`src/core/vivu_pkg.sv`:
```
// Constants shared by the interrupt vector unit files.
// Assumes a 12-bit AXI4-Lite byte address and 32-bit data.
package vivu_pkg;
  // ****************************************
  // Register map
  // ****************************************
  localparam int          ADDR_W      = 12;
  localparam logic [11:0] OFS_VEC     = 12'h320;
  localparam logic [11:0] OFS_CAP1    = 12'h324;
  localparam logic [11:0] OFS_CAP2    = 12'h328;
  localparam logic [11:0] OFS_SWPEND  = 12'h340;
  localparam logic [11:0] OFS_DEST    = 12'h344;
  localparam logic [11:0] OFS_EN      = 12'h348;
  localparam logic [11:0] OFS_STAT    = 12'h34C;
  // ****************************************
  // Fields and reset values
  // ****************************************
  localparam int          VEC_POS     = 24;
  localparam int          ERR_POS     = 8;
  localparam logic [6:0]  VID_RST     = 7'h7F;
  localparam logic [8:0]  CAP_RST     = 9'h000;
  localparam logic [2:0]  DEST_AUTO   = 3'h2;
  localparam logic [2:0]  DEST_RST    = 3'h0;
  localparam logic [1:0]  RESP_OKAY   = 2'h0;
  localparam logic [1:0]  RESP_SLVERR = 2'h2;
  typedef enum logic {H_IDLE, H_BUSY} vivu_hstate_type;
endpackage

```
`src/core/vivu_top.sv`:
```
// Top of the interrupt vector unit: register file, interrupter
// answer path and software interrupt line drive.
// Assumes VME cycle decode outside; acknowledge and strobes
// arrive as pulses synchronous to clk.
`timescale 1ns/1ps
`default_nettype none
module vivu_top (
  input  wire logic                       clk,
  input  wire logic                       rst,
  input  wire logic                       auto_id_powerup_option,
  // Interrupter side
  input  wire logic                       iack_in,
  input  wire logic [2:0]                 iack_in_level,
  output logic [7:0]                      vector_out,
  output logic                            vector_valid,
  output logic [7:1]                      vme_level_bit,
  // Handler side
  input  wire logic [2:1]                 vme_irq_in,
  output logic                            hiack_req,
  output logic [2:0]                      hiack_level,
  input  wire logic                       hiack_dtack,
  input  wire logic                       hiack_berr,
  input  wire logic [7:0]                 hiack_data,
  // AXI4-Lite
  input  wire logic                       s_awvalid,
  output logic                            s_awready,
  input  wire logic [vivu_pkg::ADDR_W-1:0] s_awaddr,
  input  wire logic                       s_wvalid,
  output logic                            s_wready,
  input  wire logic [31:0]                s_wdata,
  input  wire logic [3:0]                 s_wstrb,
  output logic                            s_bvalid,
  input  wire logic                       s_bready,
  output logic [1:0]                      s_bresp,
  input  wire logic                       s_arvalid,
  output logic                            s_arready,
  input  wire logic [vivu_pkg::ADDR_W-1:0] s_araddr,
  output logic                            s_rvalid,
  input  wire logic                       s_rready,
  output logic [31:0]                     s_rdata,
  output logic [1:0]                      s_rresp
);
  import vivu_pkg::*;

  // ****************************************
  // State
  // ****************************************
  logic [6:0]      vid_r;
  logic            last_b0_r;
  logic            sw_pend_r;
  logic [2:0]      dest_r;
  logic [2:1]      en_r;
  logic [7:0]      vec_out_r;
  logic            vec_valid_r;
  logic [7:1]      irq_out_r;
  logic [2:1]      stat_w;
  logic [2:1][8:0] cap_w;
  logic            hreq_w;
  logic [2:0]      hlvl_w;

  // ****************************************
  // Bus front end
  // ****************************************
  logic                wr_go;
  logic [ADDR_W-1:0]   wr_addr;
  logic [31:0]         wr_data;
  logic [3:0]          wr_strb;
  logic [31:0]         rd_data;
  logic                rd_ok;
  logic                wr_ok;

  vivu_axil_slave u_slave (
    .clk       (clk),
    .rst       (rst),
    .s_awvalid (s_awvalid),
    .s_awready (s_awready),
    .s_awaddr  (s_awaddr),
    .s_wvalid  (s_wvalid),
    .s_wready  (s_wready),
    .s_wdata   (s_wdata),
    .s_wstrb   (s_wstrb),
    .s_bvalid  (s_bvalid),
    .s_bready  (s_bready),
    .s_bresp   (s_bresp),
    .s_arvalid (s_arvalid),
    .s_arready (s_arready),
    .s_rready  (s_rready),
    .s_rvalid  (s_rvalid),
    .s_rdata   (s_rdata),
    .s_rresp   (s_rresp),
    .rd_data   (rd_data),
    .rd_ok     (rd_ok),
    .wr_ok     (wr_ok),
    .wr_go     (wr_go),
    .wr_addr   (wr_addr),
    .wr_data   (wr_data),
    .wr_strb   (wr_strb)
  );

  // ****************************************
  // Write decode
  // ****************************************
  wire wr_vec   = wr_go & (wr_addr == OFS_VEC);
  wire wr_swp   = wr_go & (wr_addr == OFS_SWPEND);
  wire wr_dest  = wr_go & (wr_addr == OFS_DEST);
  wire wr_en    = wr_go & (wr_addr == OFS_EN);
  wire wr_stat  = wr_go & (wr_addr == OFS_STAT);
  // Captures are read-only; a write there is accepted and dropped
  wire wr_ro    = wr_go & ((wr_addr == OFS_CAP1) | (wr_addr == OFS_CAP2));
  assign wr_ok  = wr_vec | wr_swp | wr_dest | wr_en | wr_stat | wr_ro;
  wire [2:1] stat_clr = (wr_stat & wr_strb[0]) ? wr_data[2:1] : 2'h0;

  // ****************************************
  // Read decode
  // ****************************************
  wire rd_vec  = (s_araddr == OFS_VEC);
  wire rd_cap1 = (s_araddr == OFS_CAP1);
  wire rd_cap2 = (s_araddr == OFS_CAP2);
  wire rd_swp  = (s_araddr == OFS_SWPEND);
  wire rd_dest = (s_araddr == OFS_DEST);
  wire rd_en   = (s_araddr == OFS_EN);
  wire rd_stat = (s_araddr == OFS_STAT);
  assign rd_ok = rd_vec | rd_cap1 | rd_cap2 | rd_swp | rd_dest | rd_en | rd_stat;
  // Reserved bits read as zero
  wire [31:0] rv_vec  = {vid_r, last_b0_r, 24'h0};
  wire [31:0] rv_cap1 = {23'h0, cap_w[1]};
  wire [31:0] rv_cap2 = {23'h0, cap_w[2]};
  wire [31:0] rv_swp  = {31'h0, sw_pend_r};
  wire [31:0] rv_dest = {29'h0, dest_r};
  wire [31:0] rv_en   = {29'h0, en_r, 1'b0};
  wire [31:0] rv_stat = {29'h0, stat_w, 1'b0};
  assign rd_data = rd_vec  ? rv_vec  :
                   rd_cap1 ? rv_cap1 :
                   rd_cap2 ? rv_cap2 :
                   rd_swp  ? rv_swp  :
                   rd_dest ? rv_dest :
                   rd_en   ? rv_en   :
                   rd_stat ? rv_stat : 32'h0;

  // ****************************************
  // Software registers
  // ****************************************
  always_ff @(posedge clk) begin
    if (rst) begin
      vid_r <= VID_RST;
    end else if (wr_vec & wr_strb[3]) begin
      vid_r <= wr_data[31:25];
    end
  end

  // Strap sampled by the clocked reset, never asynchronously
  always_ff @(posedge clk) begin
    if (rst) begin
      dest_r <= auto_id_powerup_option ? DEST_AUTO : DEST_RST;
    end else if (wr_dest & wr_strb[0]) begin
      dest_r <= wr_data[2:0];
    end
  end

  always_ff @(posedge clk) begin
    if (rst) begin
      en_r <= 2'h0;
    end else if (wr_en & wr_strb[0]) begin
      en_r <= wr_data[2:1];
    end
  end

  // ****************************************
  // Interrupter answer
  // ****************************************
  wire dest_live = (dest_r != 3'h0);
  wire sw_match  = sw_pend_r & dest_live & (dest_r == iack_in_level);
  wire b0_nxt    = ~sw_match;

  // Own acknowledge retires the pending request; software set wins
  always_ff @(posedge clk) begin
    if (rst) begin
      sw_pend_r <= 1'b0;
    end else if (wr_swp & wr_strb[0]) begin
      sw_pend_r <= wr_data[0];
    end else if (iack_in & sw_match) begin
      sw_pend_r <= 1'b0;
    end
  end

  always_ff @(posedge clk) begin
    if (rst) begin
      vec_out_r   <= 8'hFF;
      vec_valid_r <= 1'b0;
      last_b0_r   <= 1'b1;
    end else begin
      vec_valid_r <= iack_in;
      if (iack_in) begin
        vec_out_r <= {vid_r, b0_nxt};
        last_b0_r <= b0_nxt;
      end
    end
  end

  // ****************************************
  // Software interrupt line drive
  // ****************************************
  genvar g;
  for (g = 1; g <= 7; g++) begin : g_line
    always_ff @(posedge clk) begin
      if (rst) begin
        irq_out_r[g] <= 1'b0;
      end else begin
        irq_out_r[g] <= sw_pend_r & (dest_r == 3'(g));
      end
    end
  end

  // ****************************************
  // Handler
  // ****************************************
  vivu_iack_handler u_hnd (
    .clk      (clk),
    .rst      (rst),
    .lvl_en   (en_r),
    .irq_in   (vme_irq_in),
    .stat_clr (stat_clr),
    .dtack    (hiack_dtack),
    .berr     (hiack_berr),
    .data_in  (hiack_data),
    .req_r    (hreq_w),
    .level_r  (hlvl_w),
    .stat_r   (stat_w),
    .cap_r    (cap_w)
  );

  assign vector_out    = vec_out_r;
  assign vector_valid  = vec_valid_r;
  assign vme_level_bit = irq_out_r;
  assign hiack_req     = hreq_w;
  assign hiack_level   = hlvl_w;

  // ****************************************
  // Checks
  // ****************************************
  property p_vec_byte;
    @(posedge clk) disable iff (rst)
      (iack_in && !(wr_vec && wr_strb[3])) |=> vector_valid && vector_out[7:1] == $past(vid_r);
  endproperty
  a_vec_byte: assert property (p_vec_byte) else $error("Vector byte not returned");

  property p_b0_low;
    @(posedge clk) disable iff (rst)
      (iack_in && sw_pend_r && dest_r != 3'h0 && dest_r == iack_in_level) |=> !vector_out[0];
  endproperty
  a_b0_low: assert property (p_b0_low) else $error("Bit 0 high on own level");

  property p_b0_high;
    @(posedge clk) disable iff (rst)
      (iack_in && (!sw_pend_r || dest_r != iack_in_level)) |=> vector_out[0];
  endproperty
  a_b0_high: assert property (p_b0_high) else $error("Bit 0 low on foreign level");

  property p_vid_reset;
    @(posedge clk) disable iff (rst)
      $past(rst) |-> vid_r == VID_RST && dest_r == ($past(auto_id_powerup_option) ? DEST_AUTO : DEST_RST);
  endproperty
  a_vid_reset: assert property (p_vid_reset) else $error("Reset values wrong");

  property p_vec_read;
    @(posedge clk) disable iff (rst)
      (s_arvalid && s_arready && s_araddr == OFS_VEC) |=>
        s_rvalid && s_rdata[31:25] == $past(vid_r) && s_rdata[23:0] == 24'h0;
  endproperty
  a_vec_read: assert property (p_vec_read) else $error("Vector register read wrong");

  property p_cap_read;
    @(posedge clk) disable iff (rst)
      (s_arvalid && s_arready && s_araddr == OFS_CAP1) |=> s_rdata == {23'h0, $past(cap_w[1])};
  endproperty
  a_cap_read: assert property (p_cap_read) else $error("Level 1 capture read wrong");

  property p_mask;
    @(posedge clk) disable iff (rst)
      (dest_r == 3'h0) |=> vme_level_bit == 7'h00;
  endproperty
  a_mask: assert property (p_mask) else $error("Masked destination drives a line");

  property p_line;
    @(posedge clk) disable iff (rst)
      (sw_pend_r && dest_r == 3'h2) ##1 (dest_r == 3'h2) |-> vme_level_bit[2];
  endproperty
  a_line: assert property (p_line) else $error("Line 2 not driven");

  property p_vld_pulse;
    @(posedge clk) disable iff (rst)
      !iack_in |=> !vector_valid;
  endproperty
  a_vld_pulse: assert property (p_vld_pulse) else $error("Vector valid without acknowledge");

  property p_vec_hold;
    @(posedge clk) disable iff (rst)
      !iack_in |=> $stable(vector_out);
  endproperty
  a_vec_hold: assert property (p_vec_hold) else $error("Vector byte moved without acknowledge");

  property p_vid_write;
    @(posedge clk) disable iff (rst)
      (wr_vec && wr_strb[3]) |=> vid_r == $past(wr_data[31:25]);
  endproperty
  a_vid_write: assert property (p_vid_write) else $error("Vector bits not written");

  property p_swp_retire;
    @(posedge clk) disable iff (rst)
      (iack_in && sw_match && !(wr_swp && wr_strb[0])) |=> !sw_pend_r;
  endproperty
  a_swp_retire: assert property (p_swp_retire) else $error("Pending not retired by own acknowledge");

  property p_line1;
    @(posedge clk) disable iff (rst)
      (sw_pend_r && dest_r == 3'h1) |=> vme_level_bit == 7'h01;
  endproperty
  a_line1: assert property (p_line1) else $error("Line 1 not driven alone");

  property p_line_off;
    @(posedge clk) disable iff (rst)
      !sw_pend_r |=> vme_level_bit == 7'h00;
  endproperty
  a_line_off: assert property (p_line_off) else $error("Line driven with nothing pending");

  property p_cap1_end;
    @(posedge clk) disable iff (rst)
      (hiack_req && hiack_level == 3'h1 && (hiack_dtack || hiack_berr)) |=>
        stat_w[1] && cap_w[1] == {$past(hiack_berr), $past(hiack_data)};
  endproperty
  a_cap1_end: assert property (p_cap1_end) else $error("Level 1 capture wrong");

  property p_cap2_read;
    @(posedge clk) disable iff (rst)
      (s_arvalid && s_arready && s_araddr == OFS_CAP2) |=> s_rdata == {23'h0, $past(cap_w[2])};
  endproperty
  a_cap2_read: assert property (p_cap2_read) else $error("Level 2 capture read wrong");

  property p_ro_write;
    @(posedge clk) disable iff (rst)
      (wr_ro && !(hiack_req && (hiack_dtack || hiack_berr))) |=> $stable(cap_w);
  endproperty
  a_ro_write: assert property (p_ro_write) else $error("Capture changed by a write");

  property p_stat_clear;
    @(posedge clk) disable iff (rst)
      (stat_clr[1] && !(hiack_req && hiack_level == 3'h1 && (hiack_dtack || hiack_berr))) |=> !stat_w[1];
  endproperty
  a_stat_clear: assert property (p_stat_clear) else $error("Level 1 status not cleared");

  property p_en_gate;
    @(posedge clk) disable iff (rst)
      (en_r == 2'h0) |=> !$rose(hiack_req);
  endproperty
  a_en_gate: assert property (p_en_gate) else $error("Acknowledge started with no level enabled");
endmodule
`default_nettype wire

```
`src/core/vivu_axil_slave.sv`:
```
// AXI4-Lite slave front end for the vector unit registers.
// Assumes the parent decodes addresses and supplies read data.
`timescale 1ns/1ps
`default_nettype none
module vivu_axil_slave (
  input  wire logic                       clk,
  input  wire logic                       rst,
  input  wire logic                       s_awvalid,
  output logic                            s_awready,
  input  wire logic [vivu_pkg::ADDR_W-1:0] s_awaddr,
  input  wire logic                       s_wvalid,
  output logic                            s_wready,
  input  wire logic [31:0]                s_wdata,
  input  wire logic [3:0]                 s_wstrb,
  output logic                            s_bvalid,
  input  wire logic                       s_bready,
  output logic [1:0]                      s_bresp,
  input  wire logic                       s_arvalid,
  output logic                            s_arready,
  input  wire logic                       s_rready,
  output logic                            s_rvalid,
  output logic [31:0]                     s_rdata,
  output logic [1:0]                      s_rresp,
  input  wire logic [31:0]                rd_data,
  input  wire logic                       rd_ok,
  input  wire logic                       wr_ok,
  output logic                            wr_go,
  output logic [vivu_pkg::ADDR_W-1:0]     wr_addr,
  output logic [31:0]                     wr_data,
  output logic [3:0]                      wr_strb
);
  import vivu_pkg::*;
  logic awready_r, wready_r, arready_r, bvalid_r, rvalid_r;
  logic aw_hold_r, w_hold_r;
  logic [1:0] bresp_r, rresp_r;
  logic [31:0] rdata_r;
  wire aw_fire = s_awvalid & awready_r;
  wire w_fire  = s_wvalid & wready_r;
  wire ar_fire = s_arvalid & arready_r;
  // Address and data may arrive in either order
  assign wr_go = aw_hold_r & w_hold_r;
  wire aw_nxt = (aw_hold_r | aw_fire) & ~wr_go;
  wire w_nxt  = (w_hold_r | w_fire) & ~wr_go;
  wire bvalid_nxt = wr_go | (bvalid_r & ~s_bready);
  wire rvalid_nxt = ar_fire | (rvalid_r & ~s_rready);
  always_ff @(posedge clk) begin
    if (rst) begin
      {aw_hold_r, w_hold_r, bvalid_r, rvalid_r} <= 4'h0;
      {awready_r, wready_r, arready_r} <= 3'h7;
      bresp_r <= RESP_OKAY;
      rresp_r <= RESP_OKAY;
      rdata_r <= 32'h0;
      wr_addr <= '0;
      wr_data <= 32'h0;
      wr_strb <= 4'h0;
    end else begin
      aw_hold_r <= aw_nxt;
      w_hold_r  <= w_nxt;
      bvalid_r  <= bvalid_nxt;
      rvalid_r  <= rvalid_nxt;
      awready_r <= ~aw_nxt & ~bvalid_nxt;
      wready_r  <= ~w_nxt & ~bvalid_nxt;
      arready_r <= ~rvalid_nxt;
      if (aw_fire) wr_addr <= s_awaddr;
      if (w_fire) begin
        wr_data <= s_wdata;
        wr_strb <= s_wstrb;
      end
      if (wr_go) bresp_r <= wr_ok ? RESP_OKAY : RESP_SLVERR;
      if (ar_fire) begin
        rdata_r <= rd_data;
        rresp_r <= rd_ok ? RESP_OKAY : RESP_SLVERR;
      end
    end
  end
  assign s_awready = awready_r;
  assign s_wready  = wready_r;
  assign s_arready = arready_r;
  assign s_bvalid  = bvalid_r;
  assign s_bresp   = bresp_r;
  assign s_rvalid  = rvalid_r;
  assign s_rdata   = rdata_r;
  assign s_rresp   = rresp_r;
endmodule
`default_nettype wire

```
`src/core/vivu_iack_handler.sv`:
```
// Handler side: runs acknowledge cycles for levels 1 and 2
// and keeps the captured vector and error flag per level.
// Assumes the bus side ends each cycle with dtack or berr.
`timescale 1ns/1ps
`default_nettype none
module vivu_iack_handler (
  input  wire logic             clk,
  input  wire logic             rst,
  input  wire logic [2:1]       lvl_en,
  input  wire logic [2:1]       irq_in,
  input  wire logic [2:1]       stat_clr,
  input  wire logic             dtack,
  input  wire logic             berr,
  input  wire logic [7:0]       data_in,
  output logic                  req_r,
  output logic [2:0]            level_r,
  output logic [2:1]            stat_r,
  output logic [2:1][8:0]       cap_r
);
  import vivu_pkg::*;
  vivu_hstate_type state_r;
  wire          ends = (state_r == H_BUSY) & (dtack | berr);
  // Level 2 wins; a set status bit blocks its level
  wire [2:1]    want = lvl_en & irq_in & ~stat_r;
  logic [2:1]   done;
  always_ff @(posedge clk) begin
    if (rst) begin
      state_r <= H_IDLE;
      req_r   <= 1'b0;
      level_r <= 3'h0;
    end else begin
      case (state_r)
        H_IDLE: if (|want) begin
          state_r <= H_BUSY;
          req_r   <= 1'b1;
          level_r <= want[2] ? 3'h2 : 3'h1;
        end
        H_BUSY: if (ends) begin
          state_r <= H_IDLE;
          req_r   <= 1'b0;
        end
        default: state_r <= H_IDLE;
      endcase
    end
  end
  genvar l;
  for (l = 1; l <= 2; l++) begin : g_lvl
    assign done[l] = ends & (level_r == 3'(l));
    always_ff @(posedge clk) begin
      if (rst) begin
        cap_r[l]  <= CAP_RST;
        stat_r[l] <= 1'b0;
      end else begin
        if (done[l]) cap_r[l] <= {berr, data_in};
        // Completion beats a clear in the same cycle
        stat_r[l] <= done[l] | (stat_r[l] & ~stat_clr[l]);
      end
    end
  end
  property p_hnd_blocked;
    @(posedge clk) disable iff (rst)
      (stat_r[1] & ~stat_clr[1]) |=> !(req_r && level_r == 3'h1 && $rose(req_r));
  endproperty
  a_hnd_blocked: assert property (p_hnd_blocked) else $error("Level 1 acknowledged while status set");
  property p_hnd_enable;
    @(posedge clk) disable iff (rst)
      $rose(req_r) |-> (level_r == 3'h1 && $past(lvl_en[1])) || (level_r == 3'h2 && $past(lvl_en[2]));
  endproperty
  a_hnd_enable: assert property (p_hnd_enable) else $error("Acknowledge at a disabled level");
  property p_hnd_capture;
    @(posedge clk) disable iff (rst)
      (ends && level_r == 3'h2) |=> cap_r[2] == {$past(berr), $past(data_in)} && stat_r[2];
  endproperty
  a_hnd_capture: assert property (p_hnd_capture) else $error("Level 2 capture wrong");
endmodule
`default_nettype wire

```
`config.mk`:
```
export PLATFORM = sky130hd
export DESIGN_NAME = vivu_top
export DESIGN_NICKNAME = d
export VERILOG_FILES = /design/src/core/vivu_pkg.sv /design/src/core/vivu_top.sv /design/src/core/vivu_axil_slave.sv /design/src/core/vivu_iack_handler.sv
export SDC_FILE = /design/constraint.sdc
export NUM_CORES = 1
export LEC_CHECK = 0
export ABC_AREA = 1
export BUFFER_PORTS_ARGS = -buffer_cell sky130_fd_sc_hd__buf_4
export CORE_MARGIN = 4
export CORE_UTILIZATION = 45
export DETAILED_ROUTE_END_ITERATION = 12
export GPL_TIMING_DRIVEN = 0
export PLACE_DENSITY = 0.72
export RECOVER_POWER = 100
export SYNTH_ARGS = -nofsm -noshare
export SYNTH_HDL_FRONTEND = slang
export SYNTH_SLANG_ARGS = --single-unit
```
`constraint.sdc`:
```
create_clock -name clk -period 1.5 [get_ports clk]
set_input_delay 0.075 -clock clk [delete_from_list [all_inputs] [get_ports clk]]
set_output_delay 0.075 -clock clk [all_outputs]
set_load 0.05 [all_outputs]
```
Word level (Yosys, flattened, before mapping)
Cells that the tools add are included.
{"block": "op_classes", "n_eq_ne": 26, "muxes": 22, "n_bitwise": 69, "reduce_logical": 6}
{"operator": "12-bit by 10-bit equality test with 1-bit output (second input constant)", "n": 14}
{"operator": "1-bit AND", "n": 36}
{"operator": "32-bit 2-to-1 mux", "n": 1}
{"operator": "1-bit bitwise OR", "n": 19}
{"operator": "3-bit 2-to-1 mux", "n": 6}
{"operator": "9-bit 2-to-1 mux", "n": 2}
{"operator": "3-bit equality test (second input constant)", "n": 4}
{"operator": "1-bit NOT", "n": 11}
{"operator": "2-bit 2-to-1 mux", "n": 5}
{"operator": "3-bit by 2-bit equality test with 1-bit output (second input constant)", "n": 3}
{"operator": "3-bit by 1-bit equality test with 1-bit output (second input constant)", "n": 2}
{"operator": "1-bit 2-to-1 mux", "n": 6}
{"operator": "2-bit AND", "n": 2}
{"operator": "1-bit one-hot mux with 2 select lines", "n": 2}
{"operator": "2-bit AND reduction", "n": 2}
{"operator": "2-bit nonzero test", "n": 2}
{"operator": "3-bit equality test", "n": 1}
{"operator": "3-bit nonzero test", "n": 1}
{"operator": "2-bit by 1-bit != test with 1-bit output (second input constant)", "n": 1}
{"operator": "2-bit != test (second input constant)", "n": 1}
{"operator": "2-bit NOT", "n": 1}
{"operator": "2-bit OR reduction", "n": 1}
{"block": "word_totals", "reg_bits": 146, "in_bits": 84, "word_cells": 157}

Logic depth before layout (Yosys ltp)
{"block": "depth", "word_depth": 8, "depth_mapped": 11, "mapped_depth_nobuf": 11}

Modules after synthesis
Synthesis repeated with hierarchy kept, for this count alone.
{"block": "hier_totals", "hier_cells": 771, "hier_area_um2": 6033.3}
{"module": "vivu_axil_slave", "n_inst": 1, "cells_each": 395, "area_per_inst_um2": 3323.2}
{"module": "vivu_top", "n_inst": 1, "cells_each": 261, "area_per_inst_um2": 1756.7}
{"module": "vivu_iack_handler", "n_inst": 1, "cells_each": 115, "area_per_inst_um2": 953.4}

Least setup slack after synthesis
OpenSTA, ideal clock, no wires.
{"block": "synth_path", "path_type": "reg-to-reg", "startpoint": "register u_hnd.level_r[0]", "endpoint": "register u_hnd.cap_r[0] in the netlist's numbering", "setup_ns": 0.116, "arrival_time_ns": 1.490, "t_required_ns": 1.384, "path_slack_ns": -0.106, "path_stages_with_launch": 6, "cell_sequence": "dfxtp_1 > inv_1 > nor3_4 > clkinv_1 > nor2_1 > nor2_1"}
{"block": "synth_between", "elab_chain_cells": 2}
{"element": "start: declaration", "line_no": "vivu_iack_handler.sv:16", "rtl": "output logic [2:0] level_r,"}
{"element": "start signal: assignment", "line_no": "vivu_iack_handler.sv:36", "rtl": "level_r <= want[2] ? 3'h2 : 3'h1;"}
{"element": "3-bit by 1-bit equality test with 1-bit output", "line_no": "vivu_iack_handler.sv:48", "rtl": "assign done[l] = ends & (level_r == 3'(l));"}
{"element": "1-bit AND", "line_no": "vivu_iack_handler.sv:48"}
{"element": "end signal: indexed assignment", "line_no": "vivu_iack_handler.sv:54", "rtl": "if (done[l]) cap_r[l] <= {berr, data_in};"}
{"element": "end: declaration", "line_no": "vivu_iack_handler.sv:18", "rtl": "output logic [2:1][8:0] cap_r"}
Every way passes these cells.
A chain may end at the register's enable or synchronous reset.

Worst setup path in the final report
{"block": "layout_path", "startpoint": "register u_slave.wr_addr[10] in the netlist's numbering", "endpoint": "register dest_r[1], enable pin"}
{"block": "layout_between", "elab_chain_cells": 4}
{"element": "start: declaration", "line_no": "vivu_axil_slave.sv:28", "rtl": "output logic [vivu_pkg::ADDR_W-1:0] wr_addr,"}
{"element": "start signal: assignment", "line_no": "vivu_axil_slave.sv:64", "rtl": "if (aw_fire) wr_addr <= s_awaddr;"}
{"element": "12-bit by 10-bit equality test with 1-bit output", "line_no": "vivu_top.sv:105", "rtl": "wire wr_dest = wr_go & (wr_addr == OFS_DEST);"}
{"element": "1-bit AND", "line_no": "vivu_top.sv:105"}
{"element": "1-bit AND", "line_no": "vivu_top.sv:155", "rtl": "end else if (wr_dest & wr_strb[0]) begin"}
{"element": "2-bit nonzero test (no source line)"}
{"element": "end signal: assignment", "line_no": "vivu_top.sv:154", "rtl": "dest_r <= auto_id_powerup_option ? DEST_AUTO : DEST_RST;"}
{"element": "end signal: assignment", "line_no": "vivu_top.sv:156", "rtl": "dest_r <= wr_data[2:0];"}
{"element": "end: declaration", "line_no": "vivu_top.sv:51", "rtl": "logic [2:0] dest_r;"}
Every way passes these cells.

==> results.cfg <==
[logic_synthesis]
synth_flop_cell = dfxtp_1
mappedNetlistArea_um2 = 4439
synthDistinctLibCells = 43
yosys-top-cells-area = dfxtp_1, nor2_1, nand2_1
synth_top_cell_area_share_pct = 45.10
synthTopCellsByCount = nor2_1, nand2_1, dfxtp_1, o21ai_0, inv_1
avgSynthCellArea_um2 = 7.576
synth_area_leader_cell = dfxtp_1
yosys_warnings = 0
ys_seq_elements = 103
synthesis.instances = 586
async_flop_share_pct = 0
yosysMostFrequentCell = nor2_1
yosysSeqAreaShare_pct = 47.13
synth_edf_count = 3

[worst_setup_path]
crit_type = reg2reg
required_ps = 1580
endpoint_kind = register
cp_common_cell = nand2_2
path_max_fanout = 4
cp.arrival_ps = 1520
cp-start-kind = register
cp_slowest_stage_delay_ps = 330
cp_cell_sequence = inv_2 > nand3_4 > nor2_4 > nand2_2 > nor2_4 > nand2_2 > inv_2 > nand2_2 > nand2_4
crit_slowest_cell = dfxtp_2

[sta]
hold_viol = 0
final.setup_skew_ps = 9.009
min_period_over_period_pct = 96.42
post-route-min-period_ps = 1446
slew_viol_final = 0
worst_slew_pin_slew_ps = 696.6
setup_viol = 0
rsz0062_at_grt = yes
maxSlewHeadroom_pct = 53.56
fmaxAchievable_mhz = 691.4

[layout]
seq_area_um2 = 2097
antennaDiodeCount = 0
final_cell_area_um2 = 5843
final_nets = 835
multi_input_area_um2 = 2008
syn_to_final_growth_pct = 31.62
finalCoreUtilization_pct = 62.06
fillers = 889
final_layout_size_suffix_gt1_share_pct = 22.22
instances_no_fill = 885

[grt]
grt_usage_pct = 21.66
antenna_found_initial = 0
grt_max_degree = 18
grt.met3_usage_pct = 5.099
top_usage_layer = met2
grtUsageMet2_pct = 38.56
met1_usage_pct = 25.71
grt_pass1_wl_um = 19690
gr-total-overflow = 0
grt_pass1_vias = 4180

[die]
io_pins = 145
initial_core_util_pct = 47.15
die_area_um2 = 11520
die_h_um = 107.3
fp-row-count = 35
coreArea_um2 = 9415
die_width_um = 107.3

[cts]
clock_sinks = 103
cts_tree = done
cts_max_level = 3
clkTransAtPathRegs_ps = 100
cts_root_buf = clkbuf_8
cts_made_buffers = 9
clockBufferDepth = 2
clock_latency_ps = 360

[placed_design]
port_buffers = 101
place_area_um2 = 5425
routabilityCongestion = 0.8499
dp.cells = 833
dp_hpwl_um = 8991

[power_and_ir_drop]
leakagePower_nw = 2.624
power_w = 0.005481
vdd_drop_max_mv = 0.5341
p_per_area_nw_per_um2 = 938.0

[routing]
dr.pass1.iters = 5
postRouteWirelength_um = 12250
final_antenna_net_count = 0
drt_iter0_markers = 193
wl_per_cell_um = 13.84
num_vias = 4272
drc = 0
vias_per_cell = 4.827

[hold_path]
hp-class = in2reg

[flow_run]
drv_cap = 0

[status]
status = finished, final reports clean
## power by group
group	total, W	switching (W)	internal [W]
logic	0.000932	0.000615	0.000317
clock network	0.00163	0.000963	0.000667
registers	0.00292	0.0000624	0.00286
total	0.00548	0.00164	0.00384
## flip-flops by register name, indices dropped and copies added, names as in the netlist, 2 cells and up
name,count
u_slave.wr_addr,12
u_slave.wr_strb,2
vme_level_bit,7
u_slave.s_rdata,17
u_slave.wr_data,10
en_r,2
dest_r,3
vector_out,8
vid_r,7
u_hnd.level_r,2
u_hnd.stat_r,2
u_hnd.cap_r,18
## timing repair
action,in CTS,in global routing
setup endpoints to repair,7,31
pin swaps,0,7
endpoints found under the hold margin,37,0
resized for setup,3,19
buffers inserted,0,8
hold buffers,28,0
gates cloned,0,0
## critical path: cells and delay by family (launching register included)
family / cells / cell delay, ps
buffers and inverters: 2 / 140
DFF: 1 / 330
and+or+nand+nor: 7 / 710
## area by class of cell
cell class,instances,share of cell area [%]
buffer,39,4.026
clock buffer,11,2.420
clock inverter,5,0.6852
inverter,59,3.897
multi-input combinational,402,34.37
sequential,103,35.89
tap,129,2.762
timing repair buffer,137,15.95
## per-layer routing
metal  routed length (um)  up-vias  share of wire (%)
met5                    0        -                  0
met4                  266        0                2.2
met3                  692       23                5.6
met2                 6238      139                 51
met1                 5055     1944                 41
li1                     -     2166                  -
## logic make-up (layout without fill, tap and decap cells)
family                    count (synthesis)  after routing  share of synthesized area [%]
AOI/OAI and AO/OA                       105            105                          13.61
xor gates and xnor gates                  1              1                         0.1973
buffers and inverters                    98            251                          10.40
DFF                                     103            103                          47.13
other                                     1             18                        0.08447
and+or+nand+nor                         278            278                          28.58
## metrics by stage
| stage | setup WS [ps] | setup TNS (ps) | hold WS (ps) |
|---|---|---|---|
| floorplan | 85.11 | 0 | 209.9 |
| global placement | -8.824 | -19.76 | 306.1 |
| detailed placement | -27.07 | -137.3 | 314.3 |
| CTS | 0.5596 | 0 | 2.953 |
| global route | -30.51 | -119.7 | 16.10 |
| finish | 53.65 | 0 | 11.71 |
## final timing paths
kind | end | depth (start not counted) | slack, ps | start
max | dest_r[1] | 9 | 50 | u_slave.wr_addr[10]
min | u_slave.wr_addr[3] | 3 | 10 | s_awaddr[3]
max reg2reg | dest_r[1] | 9 | 50 | u_slave.wr_addr[10]
min reg2reg | vector_out[1] | 2 | 470 | vector_out[1]
## placed cells by master (no fill, tap or decap), types with 2 or more instances in the layout
cell type	count
a21oi_1	32
a21oi_2	2
a31oi_1	2
buf_4	83
buf_6	2
clkbuf_1	60
clkbuf_2	3
clkbuf_8	10
clkinvlp_4	2
conb_1	18
dfxtp_1	96
dfxtp_2	4
dlygate4sd3_1	28
edfxtp_1	3
inv_1	46
inv_2	10
inv_4	2
inv_6	2
nand2_1	103
nand2_2	8
nand2_4	3
nand3_1	26
nand3_2	3
nand4_1	2
nor2_1	105
nor2_2	4
nor2_4	6
nor3_1	3
nor3_2	9
o211ai_2	6
o21ai_0	55
Note: power is estimated with default switching activity, not from simulation.
